[src/rtl/dcp_pkg.sv]
// Constants for the control-pin block
package dcp_pkg;
	// Bus offsets
	localparam logic [11:0] DCP_OFF_CTRL = 12'h000;
	localparam logic [11:0] DCP_OFF_STAT = 12'h004;
	localparam logic [11:0] DCP_OFF_PC = 12'h008;
	localparam logic [11:0] DCP_OFF_NMIVEC = 12'h00c;
	localparam logic [11:0] DCP_OFF_CMD = 12'h010;
	localparam logic [11:0] DCP_OFF_ACC = 12'h014;
	// Control fields
	localparam int DCP_CTRL_RUN = 0;
	localparam int DCP_CTRL_GIM = 1;
	localparam int DCP_CTRL_PMSTW = 2;
	localparam int DCP_CTRL_PMSTV = 3;
	localparam int DCP_CTRL_BHOLD = 4;
	localparam int DCP_CTRL_IMR_LO = 8;
	// Command fields
	localparam int DCP_CMD_SETXF = 0;
	localparam int DCP_CMD_CLRXF = 1;
	localparam int DCP_CMD_LDST1 = 2;
	localparam int DCP_CMD_ST1XF = 3;
	localparam int DCP_CMD_COND = 4;
	localparam int DCP_CMD_XCI = 5;
	// Access fields
	localparam int DCP_ACC_GO = 0;
	localparam int DCP_ACC_SP_LO = 1;
	localparam logic [1:0] DCP_SP_DATA = 2'h0;
	localparam logic [1:0] DCP_SP_PROG = 2'h1;
	localparam logic [1:0] DCP_SP_IO = 2'h2;
	// Reset values
	localparam logic [15:0] DCP_RESET_VECTOR = 16'hff80;
	localparam logic [15:0] DCP_NMI_VECTOR_DEF = 16'hff88;
	localparam logic [15:0] DCP_ROM_BASE = 16'hc000;
	localparam logic [15:0] DCP_IMR_RESET = 16'h0000;
	// Access length in cycles
	localparam logic [2:0] DCP_ACC_CYCLES = 3'h3;
	localparam logic [2:0] DCP_ACC_ZERO = 3'h0;
	// Pipeline phase
	typedef enum logic [2:0]
	{
		DCP_PH_IDLE = 3'b001,
		DCP_PH_DEC = 3'b010,
		DCP_PH_READ = 3'b100
	} dcp_phase_t;
endpackage

[src/rtl/dcp_pins.sv]
// Pin driver stage with three-state enables
`timescale 1ns/10ps
module dcp_pins import dcp_pkg::*;
(
	// Clock and reset
	input wire logic hclk,
	input wire logic hresetn,
	input wire logic ce,
	// Internal levels
	input wire logic off_n,
	input wire logic hold_ack,
	input wire logic xf,
	input wire logic [2:0] sel_n,
	input wire logic strb_n,
	// Pin levels and enables, low enable drives
	output logic xf_o,
	output logic xf_oe_n,
	output logic [2:0] sel_o,
	output logic sel_oe_n,
	output logic strb_o,
	output logic strb_oe_n
);
	logic xf_next;
	logic xfoe_next;
	logic [2:0] sel_next;
	logic seloe_next;
	logic strb_next;
	logic strboe_next;
	always_comb
	begin
		xf_next = ce ? xf : xf_o;
		xfoe_next = ce ? ~off_n : xf_oe_n;
		sel_next = ce ? sel_n : sel_o;
		seloe_next = ce ? (~off_n | hold_ack) : sel_oe_n;
		strb_next = ce ? strb_n : strb_o;
		strboe_next = ce ? (~off_n | hold_ack) : strb_oe_n;
	end
	always_ff @(posedge hclk or negedge hresetn)
	begin
		if (!hresetn)
		begin
			xf_o <= 1'b1;
			xf_oe_n <= 1'b0;
			sel_o <= 3'h7;
			sel_oe_n <= 1'b0;
			strb_o <= 1'b1;
			strb_oe_n <= 1'b0;
		end
		else
		begin
			xf_o <= xf_next;
			xf_oe_n <= xfoe_next;
			sel_o <= sel_next;
			sel_oe_n <= seloe_next;
			strb_o <= strb_next;
			strb_oe_n <= strboe_next;
		end
	end
endmodule // dcp_pins

[src/rtl/dcp_sync.sv]
// Two-flop synchroniser for one pin
`timescale 1ns/10ps
module dcp_sync import dcp_pkg::*;
#(
	parameter logic INIT = 1'b1
)
(
	// Clock and reset
	input wire logic hclk,
	input wire logic hresetn,
	input wire logic ce,
	// Pin and synced level
	input wire logic d,
	output logic q
);
	logic s1_reg;
	logic s1_next;
	logic s2_next;
	always_comb
	begin
		s1_next = ce ? d : s1_reg;
		s2_next = ce ? s1_reg : q;
	end
	always_ff @(posedge hclk or negedge hresetn)
	begin
		if (!hresetn)
		begin
			s1_reg <= INIT;
			q <= INIT;
		end
		else
		begin
			s1_reg <= s1_next;
			q <= s2_next;
		end
	end
endmodule // dcp_sync

[src/rtl/dcp_top.sv]
// Control-pin logic of the signal processor core
//
// Design decisions made here: the placing of the registers and register access over AHB-Lite.
`timescale 1ns/10ps
module dcp_top import dcp_pkg::*;
(
	// Clock, reset, enable
	input wire logic hclk,
	input wire logic hresetn,
	input wire logic ce,
	// AHB-Lite slave
	input wire logic hsel,
	input wire logic [31:0] haddr,
	input wire logic [1:0] htrans,
	input wire logic hwrite,
	input wire logic [2:0] hsize,
	input wire logic [31:0] hwdata,
	input wire logic hready,
	output logic [31:0] hrdata,
	output logic hreadyout,
	output logic hresp,
	// Asynchronous pins
	input wire logic core_reset_n,
	input wire logic nmi_n,
	input wire logic boot_map_select,
	input wire logic branch_condition_in_n,
	input wire logic hold_req_n,
	input wire logic off_n,
	// Status outputs
	output logic hold_ack_n,
	output logic bus_holder_en,
	output logic rom_mapped,
	output logic [15:0] pc_out,
	// Three-state pins
	output logic external_flag_out,
	output logic external_flag_oe_n,
	output logic data_space_select_n,
	output logic program_space_select_n,
	output logic io_space_select_n,
	output logic space_select_oe_n,
	output logic memory_strobe_n,
	output logic memory_strobe_oe_n
);
	logic rst_s;
	logic nmi_s;
	logic bmap_s;
	logic bio_s;
	logic hold_s;
	logic off_s;
	logic [2:0] sel_n;
	logic [2:0] sel_pin;
	dcp_sync #(.INIT(1'b0)) u_rst (.hclk(hclk), .hresetn(hresetn), .ce(ce), .d(core_reset_n), .q(rst_s));
	dcp_sync #(.INIT(1'b1)) u_nmi (.hclk(hclk), .hresetn(hresetn), .ce(ce), .d(nmi_n), .q(nmi_s));
	dcp_sync #(.INIT(1'b1)) u_bmap (.hclk(hclk), .hresetn(hresetn), .ce(ce), .d(boot_map_select), .q(bmap_s));
	dcp_sync #(.INIT(1'b1)) u_bio (.hclk(hclk), .hresetn(hresetn), .ce(ce), .d(branch_condition_in_n), .q(bio_s));
	dcp_sync #(.INIT(1'b1)) u_hold (.hclk(hclk), .hresetn(hresetn), .ce(ce), .d(hold_req_n), .q(hold_s));
	dcp_sync #(.INIT(1'b1)) u_off (.hclk(hclk), .hresetn(hresetn), .ce(ce), .d(off_n), .q(off_s));

	// Bus and core state
	logic ap_wr_reg, ap_wr_next;
	logic ap_rd_reg, ap_rd_next;
	logic [11:0] ap_addr_reg, ap_addr_next;
	logic [31:0] hrdata_next;
	logic [15:0] pc_next;
	logic [15:0] nmivec_reg, nmivec_next;
	logic [15:0] imr_reg, imr_next;
	logic gim_reg, gim_next;
	logic run_reg, run_next;
	logic mpmc_reg, mpmc_next;
	logic bhold_reg, bhold_next;
	logic xf_reg, xf_next;
	logic nmi_d_reg, nmi_d_next;
	logic nmi_cnt_reg, nmi_cnt_next;
	logic hack_next, rdy_next;
	logic romm_next;
	dcp_phase_t ph_reg, ph_next;
	logic ph_xc_reg, ph_xc_next;
	logic cond_exec_reg, cond_exec_next;
	logic cond_done_reg, cond_done_next;
	logic [2:0] acc_cnt_reg, acc_cnt_next;
	logic [1:0] acc_sp_reg, acc_sp_next;
	logic [2:0] sel_next;
	logic strb_reg, strb_next;

	function automatic logic [31:0] rd_mux(input logic [11:0] a);
		case (a)
			DCP_OFF_CTRL: rd_mux = {8'h0, imr_reg, 3'h0, bhold_reg, mpmc_reg, 1'b0, gim_reg, run_reg};
			DCP_OFF_STAT: rd_mux = {24'h0, cond_done_reg, cond_exec_reg, nmi_cnt_reg, hold_ack_n, xf_reg,
				(acc_cnt_reg != DCP_ACC_ZERO), mpmc_reg, rst_s};
			DCP_OFF_PC: rd_mux = {16'h0, pc_out};
			DCP_OFF_NMIVEC: rd_mux = {16'h0, nmivec_reg};
			default: rd_mux = 32'h0;
		endcase
	endfunction

	always_comb
	begin
		ap_wr_next = ap_wr_reg;
		ap_rd_next = ap_rd_reg;
		ap_addr_next = ap_addr_reg;
		hrdata_next = hrdata;
		pc_next = pc_out;
		nmivec_next = nmivec_reg;
		imr_next = imr_reg;
		gim_next = gim_reg;
		run_next = run_reg;
		mpmc_next = mpmc_reg;
		bhold_next = bhold_reg;
		xf_next = xf_reg;
		nmi_d_next = nmi_d_reg;
		nmi_cnt_next = nmi_cnt_reg;
		hack_next = hold_ack_n;
		rdy_next = hreadyout;
		ph_next = ph_reg;
		ph_xc_next = ph_xc_reg;
		cond_exec_next = cond_exec_reg;
		cond_done_next = cond_done_reg;
		acc_cnt_next = acc_cnt_reg;
		acc_sp_next = acc_sp_reg;
		if (ce)
		begin
			// Address phase capture
			ap_wr_next = hsel && hready && htrans[1] && hwrite;
			ap_rd_next = hsel && hready && htrans[1] && !hwrite;
			// One wait state so read data stands when hready rises
			rdy_next = !ap_rd_next;
			if (hsel && hready && htrans[1])
				ap_addr_next = haddr[11:0];
			if (ap_rd_reg)
				hrdata_next = rd_mux(ap_addr_reg);
			if (ap_wr_reg)
			begin
				unique case (ap_addr_reg)
					DCP_OFF_CTRL:
					begin
						run_next = hwdata[DCP_CTRL_RUN];
						gim_next = hwdata[DCP_CTRL_GIM];
						bhold_next = hwdata[DCP_CTRL_BHOLD];
						imr_next = hwdata[DCP_CTRL_IMR_LO +: 16];
						if (hwdata[DCP_CTRL_PMSTW])
							mpmc_next = hwdata[DCP_CTRL_PMSTV];
					end
					DCP_OFF_NMIVEC: nmivec_next = hwdata[15:0];
					DCP_OFF_CMD:
					begin
						if (hwdata[DCP_CMD_SETXF])
							xf_next = 1'b1;
						else if (hwdata[DCP_CMD_CLRXF])
							xf_next = 1'b0;
						else if (hwdata[DCP_CMD_LDST1])
							xf_next = hwdata[DCP_CMD_ST1XF];
						if (hwdata[DCP_CMD_COND] && ph_reg == DCP_PH_IDLE)
						begin
							ph_next = DCP_PH_DEC;
							ph_xc_next = hwdata[DCP_CMD_XCI];
							cond_done_next = 1'b0;
						end
					end
					DCP_OFF_ACC:
						if (hwdata[DCP_ACC_GO] && acc_cnt_reg == DCP_ACC_ZERO && hold_ack_n)
						begin
							acc_cnt_next = DCP_ACC_CYCLES;
							acc_sp_next = hwdata[DCP_ACC_SP_LO +: 2];
						end
					default: ;
				endcase
			end
			unique case (ph_reg)
				DCP_PH_IDLE: ;
				DCP_PH_DEC:
				begin
					ph_next = DCP_PH_READ;
					if (ph_xc_reg)
						cond_exec_next = !bio_s;
				end
				DCP_PH_READ:
				begin
					ph_next = DCP_PH_IDLE;
					cond_done_next = 1'b1;
					if (!ph_xc_reg)
						cond_exec_next = !bio_s;
				end
			endcase
			if (acc_cnt_reg == DCP_ACC_ZERO && acc_cnt_next == DCP_ACC_ZERO)
				hack_next = hold_s;
			if (acc_cnt_reg != DCP_ACC_ZERO)
				acc_cnt_next = acc_cnt_reg - 3'h1;
			nmi_d_next = nmi_s;
			if (run_reg)
				pc_next = pc_out + 16'h1;
			if (nmi_d_reg && !nmi_s)
			begin
				pc_next = nmivec_reg;
				nmi_cnt_next = 1'b1;
			end
			if (!rst_s)
			begin
				pc_next = DCP_RESET_VECTOR;
				mpmc_next = bmap_s;
				xf_next = 1'b1;
				run_next = 1'b1;
				acc_cnt_next = DCP_ACC_ZERO;
				ph_next = DCP_PH_IDLE;
			end
		end
	end

	always_comb
	begin
		romm_next = !mpmc_reg;
		sel_next = 3'h7;
		strb_next = 1'b1;
		if (acc_cnt_reg != DCP_ACC_ZERO)
		begin
			sel_next[acc_sp_reg] = 1'b0;
			strb_next = (acc_sp_reg == DCP_SP_IO);
		end
	end

	always_ff @(posedge hclk or negedge hresetn)
	begin
		if (!hresetn)
		begin
			ap_wr_reg <= 1'b0;
			ap_rd_reg <= 1'b0;
			ap_addr_reg <= 12'h000;
			hrdata <= 32'h0;
			pc_out <= DCP_RESET_VECTOR;
			nmivec_reg <= DCP_NMI_VECTOR_DEF;
			imr_reg <= DCP_IMR_RESET;
			gim_reg <= 1'b1;
			run_reg <= 1'b0;
			mpmc_reg <= 1'b1;
			bhold_reg <= 1'b0;
			xf_reg <= 1'b1;
			nmi_d_reg <= 1'b1;
			nmi_cnt_reg <= 1'b0;
			hold_ack_n <= 1'b1;
			ph_reg <= DCP_PH_IDLE;
			ph_xc_reg <= 1'b0;
			cond_exec_reg <= 1'b0;
			cond_done_reg <= 1'b0;
			acc_cnt_reg <= DCP_ACC_ZERO;
			acc_sp_reg <= DCP_SP_DATA;
			rom_mapped <= 1'b0;
			bus_holder_en <= 1'b0;
			sel_n <= 3'h7;
			strb_reg <= 1'b1;
			hreadyout <= 1'b1;
			hresp <= 1'b0;
		end
		else
		begin
			ap_wr_reg <= ap_wr_next;
			ap_rd_reg <= ap_rd_next;
			ap_addr_reg <= ap_addr_next;
			hrdata <= hrdata_next;
			pc_out <= pc_next;
			nmivec_reg <= nmivec_next;
			imr_reg <= imr_next;
			gim_reg <= gim_next;
			run_reg <= run_next;
			mpmc_reg <= mpmc_next;
			bhold_reg <= bhold_next;
			xf_reg <= xf_next;
			nmi_d_reg <= nmi_d_next;
			nmi_cnt_reg <= nmi_cnt_next;
			hold_ack_n <= hack_next;
			ph_reg <= ph_next;
			ph_xc_reg <= ph_xc_next;
			cond_exec_reg <= cond_exec_next;
			cond_done_reg <= cond_done_next;
			acc_cnt_reg <= acc_cnt_next;
			acc_sp_reg <= acc_sp_next;
			rom_mapped <= ce ? romm_next : rom_mapped;
			bus_holder_en <= ce ? bhold_reg : bus_holder_en;
			sel_n <= ce ? sel_next : sel_n;
			strb_reg <= ce ? strb_next : strb_reg;
			hreadyout <= rdy_next;
			hresp <= 1'b0;
		end
	end

	dcp_pins u_pins
	(
		.hclk(hclk),
		.hresetn(hresetn),
		.ce(ce),
		.off_n(off_s),
		.hold_ack(~hold_ack_n),
		.xf(xf_reg),
		.sel_n(sel_n),
		.strb_n(strb_reg),
		.xf_o(external_flag_out),
		.xf_oe_n(external_flag_oe_n),
		.sel_o(sel_pin),
		.sel_oe_n(space_select_oe_n),
		.strb_o(memory_strobe_n),
		.strb_oe_n(memory_strobe_oe_n)
	);
	assign data_space_select_n = sel_pin[0];
	assign program_space_select_n = sel_pin[1];
	assign io_space_select_n = sel_pin[2];
endmodule // dcp_top

[config.mk]
export PLATFORM = sky130hd
export DESIGN_NAME = dcp_top
export DESIGN_NICKNAME = d
export VERILOG_FILES = /design/src/rtl/dcp_pkg.sv /design/src/rtl/dcp_pins.sv /design/src/rtl/dcp_sync.sv /design/src/rtl/dcp_top.sv
export SDC_FILE = /design/constraint.sdc
export NUM_CORES = 1
export LEC_CHECK = 0
export BUFFER_PORTS_ARGS = -buffer_cell sky130_fd_sc_hd__buf_4
export CORE_MARGIN = 2
export CORE_UTILIZATION = 54
export CTS_CLUSTER_SIZE = 14
export DETAILED_ROUTE_END_ITERATION = 7
export PLACE_DENSITY_LB_ADDON = 0.2
export SYNTH_ARGS = -nofsm -noshare
export SYNTH_HDL_FRONTEND = slang
export SYNTH_SLANG_ARGS = --single-unit
[constraint.sdc]
create_clock -name hclk -period 3.55 [get_ports hclk]
set_clock_uncertainty 0.2 [all_clocks]
set_input_delay 0.355 -clock hclk [delete_from_list [all_inputs] [get_ports hclk]]
set_output_delay 0.355 -clock hclk [all_outputs]
set_load 0.03 [all_outputs]
# Word level (Yosys, flattened, before mapping)
# Index checks and enable logic that the tools add are counted.
[op_classes] n_addsub=2 order_cmp=2 eq_ne=20 muxes=38 n_bitwise=4 n_reduce_logical=38
[op_table] op="$pmux W24 S4" n=1
[op_table] op="$mux W16" n=3
[op_table] op="$mux W3" n=11
[op_table] op="$reduce_and A4 Y1" n=7
[op_table] op="$eq A12 B4 Y1 const B" n=2
[op_table] op="$eq A12 B5 Y1 const B" n=2
[op_table] op="$mux W1" n=20
[op_table] op="$add A16 B1 Y16 const B" n=1
[op_table] op="$ne A4 B4 Y1 const B" n=4
[op_table] op="$eq A12 B3 Y1 const B" n=1
[op_table] op="$logic_not A12 Y1" n=1
[op_table] op="$ne A2 B2 Y1 const B" n=6
[op_table] op="$logic_and A1 B1 Y1" n=10
[op_table] op="$reduce_and A2 Y1" n=5
[op_table] op="$reduce_and A3 Y1" n=3
[op_table] op="$reduce_bool A2 Y1" n=4
[op_table] op="$logic_not A3 Y1" n=2
[op_table] op="$pmux W3 S2" n=1
[op_table] op="$logic_not A1 Y1" n=5
[op_table] op="$eq A3 B1 Y1 const B" n=1
[op_table] op="$eq A3 B2 Y1 const B" n=1
[op_table] op="$eq A3 B3 Y1 const B" n=1
[op_table] op="$lt A2 B3 Y1 const B" n=1
[op_table] op="$ne A3 B3 Y1 const B" n=1
[op_table] op="other kinds (9)" n=10
[totals] register_bits=139 inputBits=81 out_inout_bits=61 elab_cells=147

# Depth between registers and ports, before layout
[depth] ltp_word=10 mapped_depth=7 ltp_nobuf=6

# Modules after synthesis
# From an unflattened synthesis, not the netlist that was laid out.
[hier_totals] cells_unflattened=534 hier_area_um2=6334.8
[by_module_without_submodules] mod="dcp_top" instances=1 cells_per_inst=492 area_per_inst_um2=5584.1
[by_module_without_submodules] mod="dcp_sync at u_bio ..." instances=5 cells_per_inst=4 area_per_inst_um2=75.1
[by_module_without_submodules] mod="dcp_pins" instances=1 cells_per_inst=18 area_per_inst_um2=302.8
[by_module_without_submodules] mod="dcp_sync at u_rst" instances=1 cells_per_inst=4 area_per_inst_um2=72.6

# Worst setup path after synthesis
# No wires, ideal clock.
[synth_path] kind="register -> register" startpoint="register ap_addr_reg[11]" endpoint="register nmivec_reg[6]" setup_time_ns=0.125 arrival_ns=2.210 t_required_ns=3.225 path_slack_ns=1.015 path_stages_with_launch=7 synth_period_minus_slack_ns=2.535 cell_sequence="dfrtp_1 -> or4_4 -> buf_6 -> or2_1 -> nor4_4 -> buf_6 -> mux2_2"
[synth_between] elab_chain_cells=2
[synth_lines] item="start, declared" line="dcp_top.sv:62" text="logic [11:0] ap_addr_reg, ap_addr_next;"
[synth_lines] item="start signal, assigned" line="dcp_top.sv:256" text="ap_addr_reg <= ap_addr_next;"
[synth_lines] item="$eq A12 B4 Y1" line="dcp_top.sv:133" text="unique case (ap_addr_reg)"
[synth_lines] item="$reduce_and A3 Y1 (no source line)"
[synth_lines] item="end signal, assigned" line="dcp_top.sv:259" text="nmivec_reg <= nmivec_next;"
[synth_lines] item="end, declared" line="dcp_top.sv:65" text="logic [15:0] nmivec_reg, nmivec_next;"
# Every way passes these cells.
# A chain may end at the register's enable or synchronous reset.

# Final worst setup path
[layout_path] startpoint="register ap_addr_reg[4]" endpoint="register hrdata[13]"
[layout_between] elab_chain_cells=2
[layout_lines] item="$eq A12 B4 Y1 (tied with other cells)" line="dcp_top.sv:86" text="case (a)"
[layout_lines] item="$pmux W24 S4 (*)" line="dcp_top.sv:86"
[layout_lines] item="end signal, assigned" line="dcp_top.sv:257" text="hrdata <= hrdata_next;"
[layout_lines] item="end, declared" line="dcp_top.sv:19" text="output logic [31:0] hrdata,"
# Every way passes the cells marked *; elsewhere a longest branch is shown, timed or not.

==> results.yml <==
yosys:
  synth-xor-area-share_pct: 0.142
  synth_compound_area_share_pct: 15.1
  synth.distinct_cells: 64
  synth-edff-count: 0
  synth_fa_ha_area_share_pct: 0.607
  synth_seq_cells: 131
  avgSynthCellArea_um2: 11.8
  ys_seq_area_share_pct: 53.9
  yosys.area.top_type_share_pct: 34.8
  muxShareOfSynthArea_pct: 14.1
  synthArstFlopShare_pct: 100
  netlist_instances: 523
  yosysTopAreaCell: "dfrtp_1"
  ys.flop_type: "dfrtp_1"
  yosysWarnings: 0
  synthSimpleGateAreaFrac_pct: 12.0
  syn-cell-area_mm2: 0.00619
  synth_top_family_by_area: "compound AO/OA/AOI/OAI gates"
  synthTopCellsByArea: "dfrtp_1 35%, dfstp_2 19%, mux2_2 13%"
worst_setup_path:
  cpMostUsedCell: "or4_1"
  path_class: "flop to flop"
  crit_cells: 4
  reg2reg_depth: 4
  startpoint_type: "flop"
  crit_family: "simple AND/OR/NAND/NOR gates"
  cp_num_buf_inv: 0
  cp.arrival_ns: 2.98
  crit_required_ns: 3.70
  cp_max_fo: 8
  reg2reg_setup_slack_ns: 0.72
  slowest_delay_ns: 0.68
  cp_slowest_cell: "or4_1"
  setup.worst_path.end_class: "flop"
  worstPathCellList: "or4_1 > or4_1 > nor3b_4 > a221o_1"
global_route:
  grt.overflow.total: 0
  grt_max_degree: 67
  antenna_found_initial: 0
  grt_pass1_vias: 4840
  grt_pass1_wl_mm: 25.0
  grt_use_total_pct: 25.7
placed_design:
  port_buffers: 100
  dp_hpwl_mm: 10.1
  post-place-cells: 753
  gp_congestion: 0.899
pwr:
  power.density_mw_per_mm2: 522
  internal_power_mw: 3.11
  p_leak_nw: 3.60
  power_switching_mw: 1.12
  p_comb_share_pct: 15.1
  switching_share_pct: 26.5
  sequentialPowerShare_pct: 41.4
  vdd_drop_max_mv: 0.358
  clockPowerShare_pct: 43.5
sta:
  rsz0062_at_grt: "false"
  period_share_pct: 79.7
  finalSetupViolations: 0
  maxSlewHeadroom_pct: 43.5
  setup-tns-final_ns: 0
  hold_violations: 0
  slew_violations: 0
  finalCriticalPeriod_ns: 2.83
  worstMarginPinSlew_ns: 0.848
  clock.fmax_mhz: 353
route:
  drc: 0
  ant_nets: 0
  post_drt_wl_per_cell_um: 18.4
  firstDrtPassIters: 4
  vias: 4841
  wl_mm: 15.2
  vias_per_cell: 5.87
  drt-initial-drc-count: 317
finish:
  area_growth_pct: 31.0
  regMostFlops: "hrdata"
  drive_above_1_share_pct: 40.0
  fin_cells: 825
  layout_commonest_cell: "buf_4"
  final_cell_mix: "116 x buf_4, 86 x dfrtp_1, 71 x mux2_2, 45 x dfstp_2, 40 x dlygate4sd3_1"
  nNetsFinal: 753
  antenna_cells: 0
  largest_reg_flops: 24
clock_network:
  insertion_delay_ns: 0.42
  cts_buffers: 17
  hold_buffers: 40
  cts_tree: "yes"
  h-tree-depth: 4
  clk_pin_slew_ns: 0.06
  cts.path.max_buffers: 2
  cts_resized: 0
  postCtsSetupRepairBufs: 0
  clock_sinks: 131
  root_buffer: "clkbuf_16"
die:
  die_h_um: 111
  rows: 39
  die-area_mm2: 0.0123
  core_mm2: 0.0113
  start_util_pct: 54.7
  die_x_um: 111
  ios: 142
run_status:
  outcome: "finished clean"
hold_path:
  hold_path_class: "input pin to flop"
  min_path_cells: 2
job:
  maxCapViolCount: 0
-- logic make-up (layout without fill, tap and decap cells) --
| family | after synthesis | after routing |
|---|---|---|
| AOI/OAI and AO/OA | 129 | 129 |
| other | 1 | 9 |
| muxes | 78 | 78 |
| DFF | 131 | 131 |
| buffers and inverters | 50 | 201 |
| adders and majority gates | 3 | 3 |
| xor gates and xnor gates | 1 | 1 |
| and+or+nand+nor | 130 | 130 |
-- power by group through the flow --
stage / registers, mW / clock network [mW] / logic (mW)
finish: 1.75 / 1.84 / 0.638
global route: 1.77 / 1.93 / 0.693
global placement: 1.76 / 0 / 0.587
CTS: 1.75 / 1.86 / 0.639
detailed placement: 1.77 / 0 / 0.599
floorplan: 1.80 / 0 / 0.335
-- through the flow --
step	cell area (um2)	hold WS [ns]	total power [mW]	util [%]	setup WS, ns
5_1_grt	8110	0.00815	4.39	71.6	0.633
3_3_place_gp	7080	0.242	2.35	62.6	0.797
2_1_floorplan	6220	-0.141	2.13	-	1.02
6_report	8110	0.0224	4.23	71.6	0.720
3_5_place_dp	7080	0.276	2.37	62.6	0.719
4_1_cts	8110	0.00334	4.25	71.6	0.701
-- area by class of cell --
cell class                 count  area [um2]
timing repair buffer         157        1290
fill                         817        3210
inverter                      12        45.0
clock inverter                14         185
multi-input combinational    350        2630
sequential                   131        3330
tap                          143         179
clock buffer                  18         439
-- worst paths after layout --
kind / from / end
min in group asynchronous: hresetn / imr_reg[6]
setup / recovery: ap_addr_reg[4] / hrdata[13]
max in group asynchronous: hresetn / pc_out[15]
hold / removal: hwdata[1] / nmivec_reg[1]
setup reg to reg: ap_addr_reg[4] / hrdata[13]
hold reg to reg: hrdata[15] / hrdata[15]
-- synthesized netlist by cell type (3+ instances only) --
cell,n
dfrtp_1,86
mux2_2,71
dfstp_2,45
nor2_1,30
nand2_1,24
o21ai_0,22
a22oi_1,20
clkbuf_1,19
a21oi_1,18
a22o_1,12
inv_1,12
buf_4,11
nand3_1,10
nor3_1,10
a31oi_1,9
and3_1,9
a221o_1,8
and2_1,6
nand2b_1,6
buf_1,5
mux2i_1,5
o22a_1,5
and4_1,4
nand4_1,4
nor2b_1,4
o2bb2ai_1,4
o32a_1,4
a21o_1,3
a2bb2oi_1,3
buf_6,3
ha_1,3
nor4_1,3
o22ai_1,3
or3_1,3
-- worst register-to-register path, cell delays in order, from the launching register on --
cell and delay (ns):
dfrtp_1 0.43, or4_1 0.64, or4_1 0.68, nor3b_4 0.56
a221o_1 0.25
-- layer usage --
metal,GRT usage (%),share of wire (%)
met2,42.7,50
met1,33.8,43
met5,0,0
met3,5.80,5.6
met4,8.64,1.3
(Power assumes the default switching activity.)
